--- config.mk ---
export PLATFORM = sky130hd
export DESIGN_NAME = ppmh_top
export DESIGN_NICKNAME = d
export VERILOG_FILES = /design/src/hw/ppmh_pkg.sv /design/src/hw/ppmh_sync.sv /design/src/hw/ppmh_aspm.sv /design/src/hw/ppmh_top.sv
export SDC_FILE = /design/constraint.sdc
export NUM_CORES = 1
export LEC_CHECK = 0
export BUFFER_PORTS_ARGS = -buffer_cell sky130_fd_sc_hd__buf_4
export CAP_MARGIN = 15
export CORE_MARGIN = 3
export CORE_UTILIZATION = 50
export CTS_BUF_LIST = sky130_fd_sc_hd__clkbuf_4
export DETAILED_ROUTE_END_ITERATION = 8
export GPL_TIMING_DRIVEN = 0
export PLACE_DENSITY = 0.75
export SLEW_MARGIN = 20
export SYNTH_ARGS = -nofsm -noshare
export SYNTH_HDL_FRONTEND = slang
export SYNTH_SLANG_ARGS = --single-unit
--- constraint.sdc ---
create_clock -name clk_i -period 1.7 [get_ports clk_i]
set_input_delay 0.17 -clock clk_i [delete_from_list [all_inputs] [get_ports clk_i]]
set_output_delay 0.17 -clock clk_i [all_outputs]
set_load 0.02 [all_outputs]
--- src/hw/ppmh_pkg.sv ---
package ppmh_pkg;

  // Function power state encodings
  localparam logic [1:0] PPMH_PS_D0    = 2'h0;
  localparam logic [1:0] PPMH_PS_D1    = 2'h1;
  localparam logic [1:0] PPMH_PS_D2    = 2'h2;
  localparam logic [1:0] PPMH_PS_D3HOT = 2'h3;

  // Advertised fast-training-sequence count
  localparam logic [7:0] PPMH_NFTS_DEFAULT = 8'hFF;

  // Register indices (word addresses)
  localparam logic [3:0] PPMH_REG_CTRL   = 4'h0;
  localparam logic [3:0] PPMH_REG_STATUS = 4'h1;
  localparam logic [3:0] PPMH_REG_NFTS   = 4'h2;

  // CTRL fields
  localparam int PPMH_CTRL_ASPM_L0S = 0;
  localparam int PPMH_CTRL_ASPM_L1  = 1;

  // Idle cycles before ASPM entry, from a time in ns rounded up to whole clocks
  localparam int PPMH_ASPM_IDLE_NS  = 70;
  localparam int PPMH_CLK_NS        = 10;
  localparam int PPMH_ASPM_IDLE_CYC = (PPMH_ASPM_IDLE_NS + PPMH_CLK_NS - 1) / PPMH_CLK_NS;

  // Link power states reported to software
  typedef enum logic [2:0] {
    PPMH_LNK_DOWN,
    PPMH_LNK_L0,
    PPMH_LNK_L0S,
    PPMH_LNK_L1,
    PPMH_LNK_L23_RDY,
    PPMH_LNK_OFF
  } ppmh_link_t;

endpackage : ppmh_pkg

--- src/hw/ppmh_sync.sv ---
`timescale 1ns/100ps
module ppmh_sync (
  input  wire logic clk_i,    // Core clock
  input  wire logic rst_n_i,  // Async reset
  input  wire logic d_i,      // Async level
  output logic      q_o       // Filtered level
);
  logic s1_q, s2_q, s3_q, q_q;
  logic q_d;

  // Change counts only when stages two and three agree
  always_comb begin
    q_d = (s2_q == s3_q) ? s3_q : q_q;
  end

  always_ff @(posedge clk_i or negedge rst_n_i) begin
    if (!rst_n_i) begin
      s1_q <= 1'b0;
      s2_q <= 1'b0;
      s3_q <= 1'b0;
      q_q  <= 1'b0;
    end else begin
      s1_q <= d_i;
      s2_q <= s1_q;
      s3_q <= s2_q;
      q_q  <= q_d;
    end
  end

  assign q_o = q_q;
endmodule : ppmh_sync

--- src/hw/ppmh_aspm.sv ---
`timescale 1ns/100ps
module ppmh_aspm
  import ppmh_pkg::*;
(
  input  wire logic clk_i,      // Core clock
  input  wire logic rst_n_i,    // Async reset
  input  wire logic link_up_i,  // Link in L0
  input  wire logic idle_i,     // No traffic either way
  input  wire logic l0s_en_i,   // L0s permitted
  input  wire logic l1_en_i,    // L1 permitted
  output logic      in_l0s_o,   // Autonomous L0s
  output logic      in_l1_o     // Autonomous L1
);
  logic [7:0] cnt_q, cnt_d;
  logic       l0s_q, l0s_d, l1_q, l1_d;

  always_comb begin
    cnt_d = cnt_q;
    l0s_d = l0s_q;
    l1_d  = l1_q;
    if (!link_up_i || !idle_i) begin
      cnt_d = 8'h00;
      l0s_d = 1'b0;
      l1_d  = 1'b0;
    end else if (cnt_q < 8'(PPMH_ASPM_IDLE_CYC)) begin
      cnt_d = cnt_q + 8'h01;
    end else begin
      l1_d  = l1_en_i;
      l0s_d = l0s_en_i && !l1_en_i;
    end
  end

  always_ff @(posedge clk_i or negedge rst_n_i) begin
    if (!rst_n_i) begin
      cnt_q <= 8'h00;
      l0s_q <= 1'b0;
      l1_q  <= 1'b0;
    end else begin
      cnt_q <= cnt_d;
      l0s_q <= l0s_d;
      l1_q  <= l1_d;
    end
  end

  assign in_l0s_o = l0s_q;
  assign in_l1_o  = l1_q;
endmodule : ppmh_aspm

--- src/hw/ppmh_top.sv ---
`timescale 1ns/100ps
module ppmh_top
  import ppmh_pkg::*;
#(
  parameter bit GEN3_CAPABLE = 1'b0,  // Built for third-generation speed
  parameter bit ASYNC_CLKING = 1'b0   // Non-synchronous clocking mode
) (
  input  wire logic       clk_i,             // Core user clock
  input  wire logic       rst_n_i,           // Async reset, active low
  input  wire logic [3:0] reg_addr_i,        // Register index
  input  wire logic [7:0] reg_wdata_i,       // Write data
  input  wire logic       reg_wr_i,          // Write strobe
  input  wire logic       reg_rd_i,          // Read strobe
  output logic      [7:0] reg_rdata_o,       // Read data, cycle after strobe
  input  wire logic       train_done_i,      // Link training completed
  input  wire logic       link_idle_i,       // No traffic on the link
  input  wire logic [1:0] pm_state_wr_i,     // Power state written upstream
  input  wire logic       pm_state_wr_vld_i, // Power state write pulse
  input  wire logic       turnoff_msg_i,     // PME_Turn_Off received pulse
  input  wire logic       pm_dllp_ack_i,     // Partner acknowledged L1 request
  input  wire logic       user_ack_i,        // Power-change acknowledge
  input  wire logic       rq_valid_i,        // User request beat valid
  input  wire logic       rq_last_i,         // User request last beat
  output logic            req_stream_ready_o,// Request stream ready
  output logic      [1:0] func_pwr_state_o,  // Function power state
  output logic            turnoff_notice_o,  // Power-change request
  output logic            pm_dllp_req_l1_o,  // Send L1 entry DLLP
  output logic            pme_to_ack_o,      // Send PME_TO_Ack pulse
  output logic            layers_en_o,       // Phy, link and transaction on
  output logic      [7:0] nfts_o,            // Advertised FTS count
  output logic      [2:0] link_state_o       // Link power state
);

  typedef enum logic [2:0] {
    PPMH_ST_DOWN,
    PPMH_ST_L0,
    PPMH_ST_L1_REQ,
    PPMH_ST_L1,
    PPMH_ST_TO_WAIT,
    PPMH_ST_TO_ACK,
    PPMH_ST_OFF
  } ppmh_st_t;

  ppmh_st_t   st_q, st_d;
  logic [1:0] pwr_q, pwr_d;
  logic       mid_q, mid_d;
  logic       ntc_q, ntc_d;
  logic       ack_q, ack_d;
  logic [1:0] ctrl_q, ctrl_d;
  logic [7:0] nfts_q, nfts_d;
  logic [7:0] rdata_q, rdata_d;
  logic       ack_s;
  logic       in_l0s, in_l1;
  logic       aspm_ok, l0s_ok;

  function automatic logic is_d0(input logic [1:0] s);
    return s == PPMH_PS_D0;
  endfunction : is_d0

  // Acknowledge comes from unrelated user logic timing, filter it
  ppmh_sync u_ack_sync (
    .clk_i   (clk_i),
    .rst_n_i (rst_n_i),
    .d_i     (user_ack_i),
    .q_o     (ack_s)
  );

  assign aspm_ok = !ASYNC_CLKING && (st_q == PPMH_ST_L0);
  assign l0s_ok  = !GEN3_CAPABLE && ctrl_q[PPMH_CTRL_ASPM_L0S];

  // Autonomous, nothing from user side
  ppmh_aspm u_aspm (
    .clk_i     (clk_i),
    .rst_n_i   (rst_n_i),
    .link_up_i (aspm_ok),
    .idle_i    (link_idle_i),
    .l0s_en_i  (l0s_ok),
    .l1_en_i   (ctrl_q[PPMH_CTRL_ASPM_L1]),
    .in_l0s_o  (in_l0s),
    .in_l1_o   (in_l1)
  );

  // Main sequencer
  always_comb begin
    st_d  = st_q;
    pwr_d = pwr_q;
    ntc_d = ntc_q;
    ack_d = 1'b0;
    if (pm_state_wr_vld_i && st_q != PPMH_ST_OFF) begin
      pwr_d = pm_state_wr_i;
    end
    case (st_q)
      PPMH_ST_DOWN: begin
        if (train_done_i) begin
          st_d = PPMH_ST_L0;
        end
      end
      PPMH_ST_L0: begin
        if (!train_done_i) begin
          st_d = PPMH_ST_DOWN;
        end else if (!is_d0(pwr_d)) begin
          st_d = PPMH_ST_L1_REQ;
        end
      end
      PPMH_ST_L1_REQ: begin
        if (is_d0(pwr_q)) begin
          st_d = PPMH_ST_L0;
        end else if (pm_dllp_ack_i) begin
          st_d = PPMH_ST_L1;
        end
      end
      PPMH_ST_L1: begin
        if (is_d0(pwr_q)) begin
          st_d = PPMH_ST_L0;
        end
      end
      PPMH_ST_TO_WAIT: begin
        if (ack_s) begin
          ntc_d = 1'b0;
          ack_d = 1'b1;
          st_d  = PPMH_ST_TO_ACK;
        end
      end
      PPMH_ST_TO_ACK: begin
        st_d = PPMH_ST_OFF;
      end
      PPMH_ST_OFF: begin
        st_d = PPMH_ST_OFF;
      end
      default: begin
        st_d = PPMH_ST_DOWN;
      end
    endcase
    if (turnoff_msg_i && st_q != PPMH_ST_TO_WAIT && st_q != PPMH_ST_TO_ACK
        && st_q != PPMH_ST_OFF) begin
      st_d  = PPMH_ST_TO_WAIT;
      ntc_d = 1'b1;
    end
  end

  always_ff @(posedge clk_i or negedge rst_n_i) begin
    if (!rst_n_i) begin
      st_q  <= PPMH_ST_DOWN;
      pwr_q <= PPMH_PS_D0;
      ntc_q <= 1'b0;
      ack_q <= 1'b0;
    end else begin
      st_q  <= st_d;
      pwr_q <= pwr_d;
      ntc_q <= ntc_d;
      ack_q <= ack_d;
    end
  end

  // Track a request packet in progress so it can finish after stall
  always_comb begin
    mid_d = mid_q;
    if (rq_valid_i && req_stream_ready_o) begin
      mid_d = !rq_last_i;
    end
  end

  always_ff @(posedge clk_i or negedge rst_n_i) begin
    if (!rst_n_i) begin
      mid_q <= 1'b0;
    end else begin
      mid_q <= mid_d;
    end
  end

  // Ready held for the rest of a started packet only
  assign req_stream_ready_o = (st_q != PPMH_ST_OFF) &&
                              (mid_q || (is_d0(pwr_q) && (st_q == PPMH_ST_L0)));

  // Register file
  always_comb begin
    ctrl_d  = ctrl_q;
    nfts_d  = nfts_q;
    rdata_d = 8'h00;
    if (reg_wr_i) begin
      case (reg_addr_i)
        PPMH_REG_CTRL: ctrl_d = reg_wdata_i[1:0];
        PPMH_REG_NFTS: nfts_d = reg_wdata_i;
        default: ;
      endcase
    end
    if (reg_rd_i) begin
      case (reg_addr_i)
        PPMH_REG_CTRL:   rdata_d = {6'h00, ctrl_q};
        PPMH_REG_STATUS: rdata_d = {3'h0, link_state_o, pwr_q};
        PPMH_REG_NFTS:   rdata_d = nfts_q;
        default:         rdata_d = 8'h00;
      endcase
    end
  end

  always_ff @(posedge clk_i or negedge rst_n_i) begin
    if (!rst_n_i) begin
      ctrl_q  <= 2'h0;
      nfts_q  <= PPMH_NFTS_DEFAULT;
      rdata_q <= 8'h00;
    end else begin
      ctrl_q  <= ctrl_d;
      nfts_q  <= nfts_d;
      rdata_q <= rdata_d;
    end
  end

  always_comb begin
    case (st_q)
      PPMH_ST_DOWN:    link_state_o = PPMH_LNK_DOWN;
      PPMH_ST_L0:      link_state_o = in_l1 ? PPMH_LNK_L1 : (in_l0s ? PPMH_LNK_L0S : PPMH_LNK_L0);
      PPMH_ST_L1_REQ:  link_state_o = PPMH_LNK_L0;
      PPMH_ST_L1:      link_state_o = PPMH_LNK_L1;
      PPMH_ST_OFF:     link_state_o = PPMH_LNK_OFF;
      default:         link_state_o = PPMH_LNK_L23_RDY;
    endcase
  end

  assign reg_rdata_o      = rdata_q;
  assign func_pwr_state_o = pwr_q;
  assign turnoff_notice_o = ntc_q;
  assign pme_to_ack_o     = ack_q;
  assign pm_dllp_req_l1_o = (st_q == PPMH_ST_L1_REQ);
  assign layers_en_o      = (st_q != PPMH_ST_OFF);
  assign nfts_o           = nfts_q;

  // Assertions
  AST_NOTICE_HOLD: assert property (@(posedge clk_i) disable iff (!rst_n_i)
    ntc_q && !ack_s |=> ntc_q)
    else $error("Power-change request dropped before acknowledge");
  AST_NOTICE_RAISE: assert property (@(posedge clk_i) disable iff (!rst_n_i)
    turnoff_msg_i && (st_q == PPMH_ST_L0) |=> ntc_q)
    else $error("Power-change request not raised");
  AST_NOTICE_DROP: assert property (@(posedge clk_i) disable iff (!rst_n_i)
    ntc_q && ack_s |=> !ntc_q && pme_to_ack_o)
    else $error("Request not dropped after acknowledge");
  AST_TOACK_ONCE: assert property (@(posedge clk_i) disable iff (!rst_n_i)
    pme_to_ack_o |=> !pme_to_ack_o ##1 !layers_en_o)
    else $error("PME_TO_Ack not single or layers still on");
  AST_STALL: assert property (@(posedge clk_i) disable iff (!rst_n_i)
    !is_d0(pwr_q) && !mid_q |-> !req_stream_ready_o)
    else $error("Ready while not D0");
  AST_FINISH_PKT: assert property (@(posedge clk_i) disable iff (!rst_n_i)
    mid_q && layers_en_o |-> req_stream_ready_o)
    else $error("Packet in progress not accepted");
  AST_L0_ENTRY: assert property (@(posedge clk_i) disable iff (!rst_n_i)
    (st_q == PPMH_ST_DOWN) && train_done_i && !turnoff_msg_i |=> st_q == PPMH_ST_L0)
    else $error("L0 not entered after training");
  AST_NO_L0S_G3: assert property (@(posedge clk_i) disable iff (!rst_n_i)
    GEN3_CAPABLE |-> !in_l0s)
    else $error("L0s in gen3 build");
  AST_NO_ASPM_ASYNC: assert property (@(posedge clk_i) disable iff (!rst_n_i)
    ASYNC_CLKING |-> !in_l0s && !in_l1)
    else $error("ASPM in non-synchronous mode");
  AST_NFTS_RST: assert property (@(posedge clk_i) disable iff (!rst_n_i)
    $rose(train_done_i) && !$past(reg_wr_i) |-> nfts_o == $past(nfts_o))
    else $error("FTS count changed without write");
  AST_STATE_OUT: assert property (@(posedge clk_i) disable iff (!rst_n_i)
    pm_state_wr_vld_i && layers_en_o |=> func_pwr_state_o == $past(pm_state_wr_i))
    else $error("Power state not presented");
  AST_L1_REQ: assert property (@(posedge clk_i) disable iff (!rst_n_i)
    pm_dllp_req_l1_o && pm_dllp_ack_i && !turnoff_msg_i && !is_d0(pwr_q)
    |=> st_q == PPMH_ST_L1)
    else $error("L1 not reached after DLLP ack");
  // State flop follows the enable one cycle late
  AST_ASPM_AUTO: assert property (@(posedge clk_i) disable iff (!rst_n_i)
    in_l1 |-> $past(ctrl_q[PPMH_CTRL_ASPM_L1]))
    else $error("ASPM L1 without enable");
  AST_L23: assert property (@(posedge clk_i) disable iff (!rst_n_i)
    ntc_q |-> link_state_o == PPMH_LNK_L23_RDY)
    else $error("Link not L23 Ready during handshake");

  // Only reset brings the interfaces back
  AST_OFF_STICKY: assert property (@(posedge clk_i) disable iff (!rst_n_i)
    !layers_en_o |=> !layers_en_o && !req_stream_ready_o)
    else $error("Interfaces reopened after turn-off");
  AST_TOACK_CAUSE: assert property (@(posedge clk_i) disable iff (!rst_n_i)
    pme_to_ack_o |-> $past(ack_s))
    else $error("PME_TO_Ack without acknowledge");
  // Low-power entry depends on idle time and the CTRL enable bits
  AST_ASPM_IDLE: assert property (@(posedge clk_i) disable iff (!rst_n_i)
    in_l0s || in_l1 |-> $past(link_idle_i))
    else $error("ASPM state entered while link busy");

endmodule : ppmh_top

======== Yosys cells after proc, flatten, opt, wreduce, memory -nomap -nowiden ========
Index checks and enable logic that the tools add are counted.
word-level totals
  logic and storage cells ................. 87
  register bits after elaboration ......... 40
  input bits .............................. 26
  output and inout bits ................... 26
operators by class
  mux-type cells .......................... 26
  reductions and logical operators ........ 26
  eq/ne operators ......................... 18
  $add $sub $neg .......................... 1
  magnitude comparators ................... 1
operators with widths
  operator             count
  $mux 3               8
  $mux 8               3
  $pmux 8 s3           1
  $pmux 3 s6           1
  $ne 3x3->1 const B   5
  $pmux 3 s5           1
  $eq 3x3->1 const B   3
  $mux 1               9
  $add 8x1->8 const B  1
  $logic_and 1x1->1    8
  $lt 8x3->1 const B   1
  $eq 3x2->1 const B   2
  $mux 2               3
  $reduce_and 2->1     3
  $reduce_bool 2->1    3
  $reduce_and 5->1     1
  $eq 4x1->1 const B   1
  $eq 4x2->1 const B   1
  $logic_not 1->1      4
  $logic_not 2->1      2
  $logic_not 4->1      1
  $ne 4x2->1 const B   1
  $ne 4x4->1 const B   1
  $eq 3x1->1 const B   1
  6 further kinds      7

======== Depth between registers and ports, before layout ========
  depth after elaboration ................. 8
  depth in mapped cells ................... 6
  depth with buffers taken out ............ 5

======== Cells and area by module ========
Synthesis repeated with hierarchy kept, for this count alone.
unflattened totals
  cells, all modules ...................... 162
  area, all modules ....................... 1,810.5 um2
by module, submodules not included
  module     area an instance (um2)  seq. area each (um2)  cells an instance  times used
  ppmh_top   1,283.7                 660.6                 119                1
  ppmh_aspm  415.4                   250.2                 38                 1
  ppmh_sync  111.4                   100.1                 5                  1

======== Least setup slack after synthesis ========
Ideal clock, no wire load.
  path kind ............................... reg2reg
  start ................................... reg pwr_q[1], in the netlist func_pwr_state_o[1]
  end ..................................... reg mid_q
  required time ........................... 1.548 ns
  setup slack ............................. -0.019 ns
  clock period less this slack ............ 1.719 ns
  cell stages (with the launch flop) ...... 5
  arrival time ............................ 1.566 ns
  setup time .............................. 0.152 ns
  path buffers ............................ 0
  cell sequence ........................... dfrtp_1 nor2_1 a31oi_1 o21ai_0 a31oi_1
between the ends
  word-level cells in the longest chain between the ends .. 5
RTL lines
  element                       RTL line         text
  start: declaration            ppmh_top.sv:45   logic [1:0] pwr_q, pwr_d;
  start signal: assignment      ppmh_top.sv:149  pwr_q <= pwr_d;
  $logic_not 2->1               ppmh_top.sv:57   return s == PPMH_PS_D0;
  $logic_and 1x1->1             ppmh_top.sv:173  (mid_q || (is_d0(pwr_q) && (st_q == PPMH_ST_L0)));
  $logic_or 1x1->1              ppmh_top.sv:173
  $logic_and 1x1->1             ppmh_top.sv:172  assign req_stream_ready_o = (st_q != PPMH_ST_OFF) &&
  named net req_stream_ready_o  ppmh_top.sv:24   output logic req_stream_ready_o,
  $logic_and 1x1->1             ppmh_top.sv:158  if (rq_valid_i && req_stream_ready_o) begin
  end signal: assignment        ppmh_top.sv:167  mid_q <= mid_d;
  end: declaration              ppmh_top.sv:46   logic mid_q, mid_d;
The timed path passes the listed nets, and every way through them passes these cells.
A chain may end at the register's enable or synchronous reset.

======== Worst setup path in the final report ========
  start ................................... reg pwr_q[1], in the netlist func_pwr_state_o[1]
  end ..................................... out req_stream_ready_o
between the ends
  word-level cells in the longest chain between the ends .. 4
RTL lines
  element            RTL line
  $logic_not 2->1    ppmh_top.sv:57
  $logic_and 1x1->1  ppmh_top.sv:173
  $logic_or 1x1->1   ppmh_top.sv:173
  $logic_and 1x1->1  ppmh_top.sv:172
  end: declaration   ppmh_top.sv:24
Every way passes these cells.

==> results_dict.tcl <==
set metrics [dict create \
    run_status "finished clean" \
    io_pins 52 \
    post-cts-setup-buffers 0 \
    detailedPlacementHpwl_um 2840 \
    firstDrtPassIters 4 \
    period_needed_ns 1.61 \
    drc 0 \
    tightest_slew_ns 0.478 \
    synth_ff_type "sky130_fd_sc_hd__dfrtp_1" \
    netlist_area_sq_um 1820 \
    synth_top_area_share_pct 44.1 \
    antennaDiodeCount 0 \
    synthToLayoutAreaGrowth_pct 30.8 \
    nNetsFinal 248 \
    synth_top_cell_by_area "sky130_fd_sc_hd__dfrtp_1" \
    power_report.internal_total_uw 1750 \
    power_leakage_uw 0.00113 \
    share_of_flip_flops_with_an_asynchronous_set_or_reset_after_synthesis_pct 100 \
    first_pass_grt_wire_length_um 6180 \
    wl_met2_um 1960 \
    p_clk_share_pct 17.8 \
    clock_sink_count 40 \
    ys_top_cells_by_area "sky130_fd_sc_hd__dfrtp_1, sky130_fd_sc_hd__dfstp_2, sky130_fd_sc_hd__mux2_2" \
    setup_viol_count_final 0 \
    synth_sequential_area_ratio_pct 55.6 \
    place_worst_setup_slack_ns 0.260 \
    synth.ff_latch_count 40 \
    dr_wl_met3_um 146 \
    sw_power_uw 894 \
    post-synth-top-count-cell "sky130_fd_sc_hd__dfrtp_1" \
    timing.clock.skew_ns 0.0147 \
    ir_drop_v 0.000507 \
    die_w_um 66.3 \
    cp.required_ns 1.53 \
    grt_max_degree 41 \
    netSwitchingFraction_pct 33.8 \
    mean_number_of_vias_per_cell 5.39 \
    dieHeight_um 66.3 \
    timing.final.crit_share_pct 94.7 \
    power.sequential.fraction_pct 48.1 \
    slew_headroom_pct 68.1 \
    cts.htree.levels 2 \
    antenna_violations_before_repair 0 \
    drtAntennaViolNets 0 \
    gr-usage-all-layers_pct 18.6 \
    clock_tree.buffer_depth 2 \
    endpoint_kind "output pin" \
    detailed_route_via_count 1444 \
    grt_overflow_total 0 \
    place_area_sq_um 2260 \
    core_area_sq_um 3420 \
    grt_pass1_vias 1443 \
    drive_gt1_share_pct 43.2 \
    drt-initial-drc-count 158 \
    filler_cells 282 \
    clock_tree.root_cell "sky130_fd_sc_hd__clkbuf_4" \
    finalWorstSetupSlack_ns 0.0906 \
    yosys_warnings 0 \
    timing.critical_path.arrival_ns 1.44 \
    route.final.wire_length_um 3790 \
    final_cell_count_no_fill 268 \
    post_synth.cell_area_avg_sq_um 11.4 \
    startpoint_type "flip-flop" \
    place.gp.congestion 0.858 \
    hold_viol_final 0 \
    worst_setup_hold_path_clk_slew_ns 0.11 \
    finalHoldWorstSlack_ns 0.0747 \
    post_synth_inst_count 160 \
    route.layer.met1.wl_um 1610 \
    power_density_nw_per_um2 1110 \
    critical_path_start_end_classification "flip-flop to output pin" \
    numPortBuffers 51 \
    drt-wirelength-per-cell_um 14.2 \
    topRoutingLayerUsed "met4" \
    min-delay-path-class "input port to flip-flop" \
    dp.cells 257 \
    initial_utilization_pct 53.2 \
    drv_slew 0 \
    clock_insertion_delay_worst_skew_ns 0.33 \
    maxClockFrequency_ghz 0.621 \
    synth_cell_type_count 44 \
    cts-buffers-inserted 5 \
    yosys-top-cells-count "sky130_fd_sc_hd__dfrtp_1, sky130_fd_sc_hd__nor2_1, sky130_fd_sc_hd__a21oi_1, sky130_fd_sc_hd__mux2_2, sky130_fd_sc_hd__dfstp_2" \
    power_frac_comb_pct 34.1 \
    timing.critical_path.fanout_max 5 \
    die-area_sq_um 4390 \
    fp-row-count 21 \
    mappedNetlistNets 187 \
    synth_enable_flop_cells 0 \
    cts_tree "done" \
    max_cap_violations 0 \
    post_route_cell_area_sq_um 2380 \
]
-- layer usage --
| metal | up-vias | global-route usage [%] |
|---|---|---|
| met3 | 10 | 3.91 |
| met4 | 0 | 9.14 |
| met2 | 30 | 31.2 |
| met1 | 719 | 22.4 |
| met5 | - | 0 |
| li1 | 685 | - |
-- kinds of logic after synthesis --
group                    after synthesis  synth area share, %
AO/OA/AOI/OAI                         33                 12.3
flip-flops                            40                 55.6
adder cells (fa/ha/maj)                2                 1.24
XOR/XNOR                               1                0.482
AND/OR/NAND/NOR                       57                 17.6
multiplexers                          17                 10.2
buffers and inverters                 10                 2.62
-- worst max-delay path: stages, from the launching register on --
cell and delay, ns:
sky130_fd_sc_hd__dfrtp_2 0.45, sky130_fd_sc_hd__nor2_4 0.18, sky130_fd_sc_hd__a31oi_2 0.12, sky130_fd_sc_hd__o21ai_1 0.19
sky130_fd_sc_hd__buf_4 0.17
-- repair_timing --
| item | CTS | global route |
|---|---|---|
| hold buffers | 4 | 0 |
| hold endpoints to repair | 34 | 0 |
| resized for setup | 3 | 7 |
| setup endpoints to repair | 2 | 3 |
| pin swaps | 0 | 1 |
-- power by group through the flow --
| stage | clock, uW | combinational, uW | sequential [uW] |
|---|---|---|---|
| 5_1_grt | 531 | 978 | 1300 |
| 4_1_cts | 486 | 927 | 1230 |
| 3_5_place_dp | 0 | 915 | 1250 |
| 3_3_place_gp | 0 | 900 | 1240 |
| 6_report | 469 | 902 | 1270 |
| 2_1_floorplan | 0 | 483 | 1320 |
-- cells in the final DEF, fill, tap and decap left out, types with 4 or more instances in the layout --
cell / count
sky130_fd_sc_hd__dfrtp_1: 29
sky130_fd_sc_hd__clkbuf_4: 7
sky130_fd_sc_hd__dfstp_2: 8
sky130_fd_sc_hd__and3_1: 5
sky130_fd_sc_hd__nand2b_1: 4
sky130_fd_sc_hd__and2_1: 4
sky130_fd_sc_hd__inv_1: 4
sky130_fd_sc_hd__a21oi_1: 12
sky130_fd_sc_hd__mux2i_1: 5
sky130_fd_sc_hd__buf_4: 52
sky130_fd_sc_hd__nand2_1: 6
sky130_fd_sc_hd__mux2_2: 12
sky130_fd_sc_hd__o21ai_0: 4
sky130_fd_sc_hd__dlygate4sd3_1: 4
sky130_fd_sc_hd__nor2_1: 20
-- final cells by class --
type	instances	area (sq um)	share of cell area, %
buffer	4	27.5	1.16
clock buffer	7	52.6	2.21
clock inverter	1	5.00	0.211
inverter	5	23.8	1.00
multi-input combinational	110	772	32.5
sequential	40	1010	42.7
tap	46	57.6	2.42
timing repair buffer	55	423	17.8
-- sequential cells by signal, summed over array words and instances (netlist names), 2 cells and up --
register	cells
func_pwr_state_o	2
ctrl_q	2
reg_rdata_o	8
st_q	3
nfts_o	8
u_aspm.cnt_q	8
-- per-stage QoR --
stage | util, % | power [uW] | TNS, ns
after global placement | 66.1 | 2140 | 0
after CTS | 69.0 | 2650 | 0
after floorplan | - | 1800 | 0
after global routing | 69.6 | 2810 | -0.00204
final | 69.6 | 2640 | 0
after detailed placement | 66.1 | 2160 | 0
-- path summary, 6_finish.rpt --
| check | startpoint | endpoint | slack, ns | cells past startpoint |
|---|---|---|---|---|
| worst max-delay path | func_pwr_state_o[1] | req_stream_ready_o | 0.09 | 4 |
| worst min-delay path | reg_wdata_i[7] | nfts_o[7] | 0.07 | 2 |
| worst max register to register | u_aspm.cnt_q[0] | u_aspm.cnt_q[1] | 0.23 | 6 |
| worst min register to register | u_ack_sync.s1_q | u_ack_sync.s2_q | 0.36 | 0 |
| max in group asynchronous | rst_n_i | nfts_o[0] | 1.00 | 2 |
| min in group asynchronous | rst_n_i | u_aspm.in_l0s_o | 0.34 | 2 |
(Power assumes the default switching activity.)
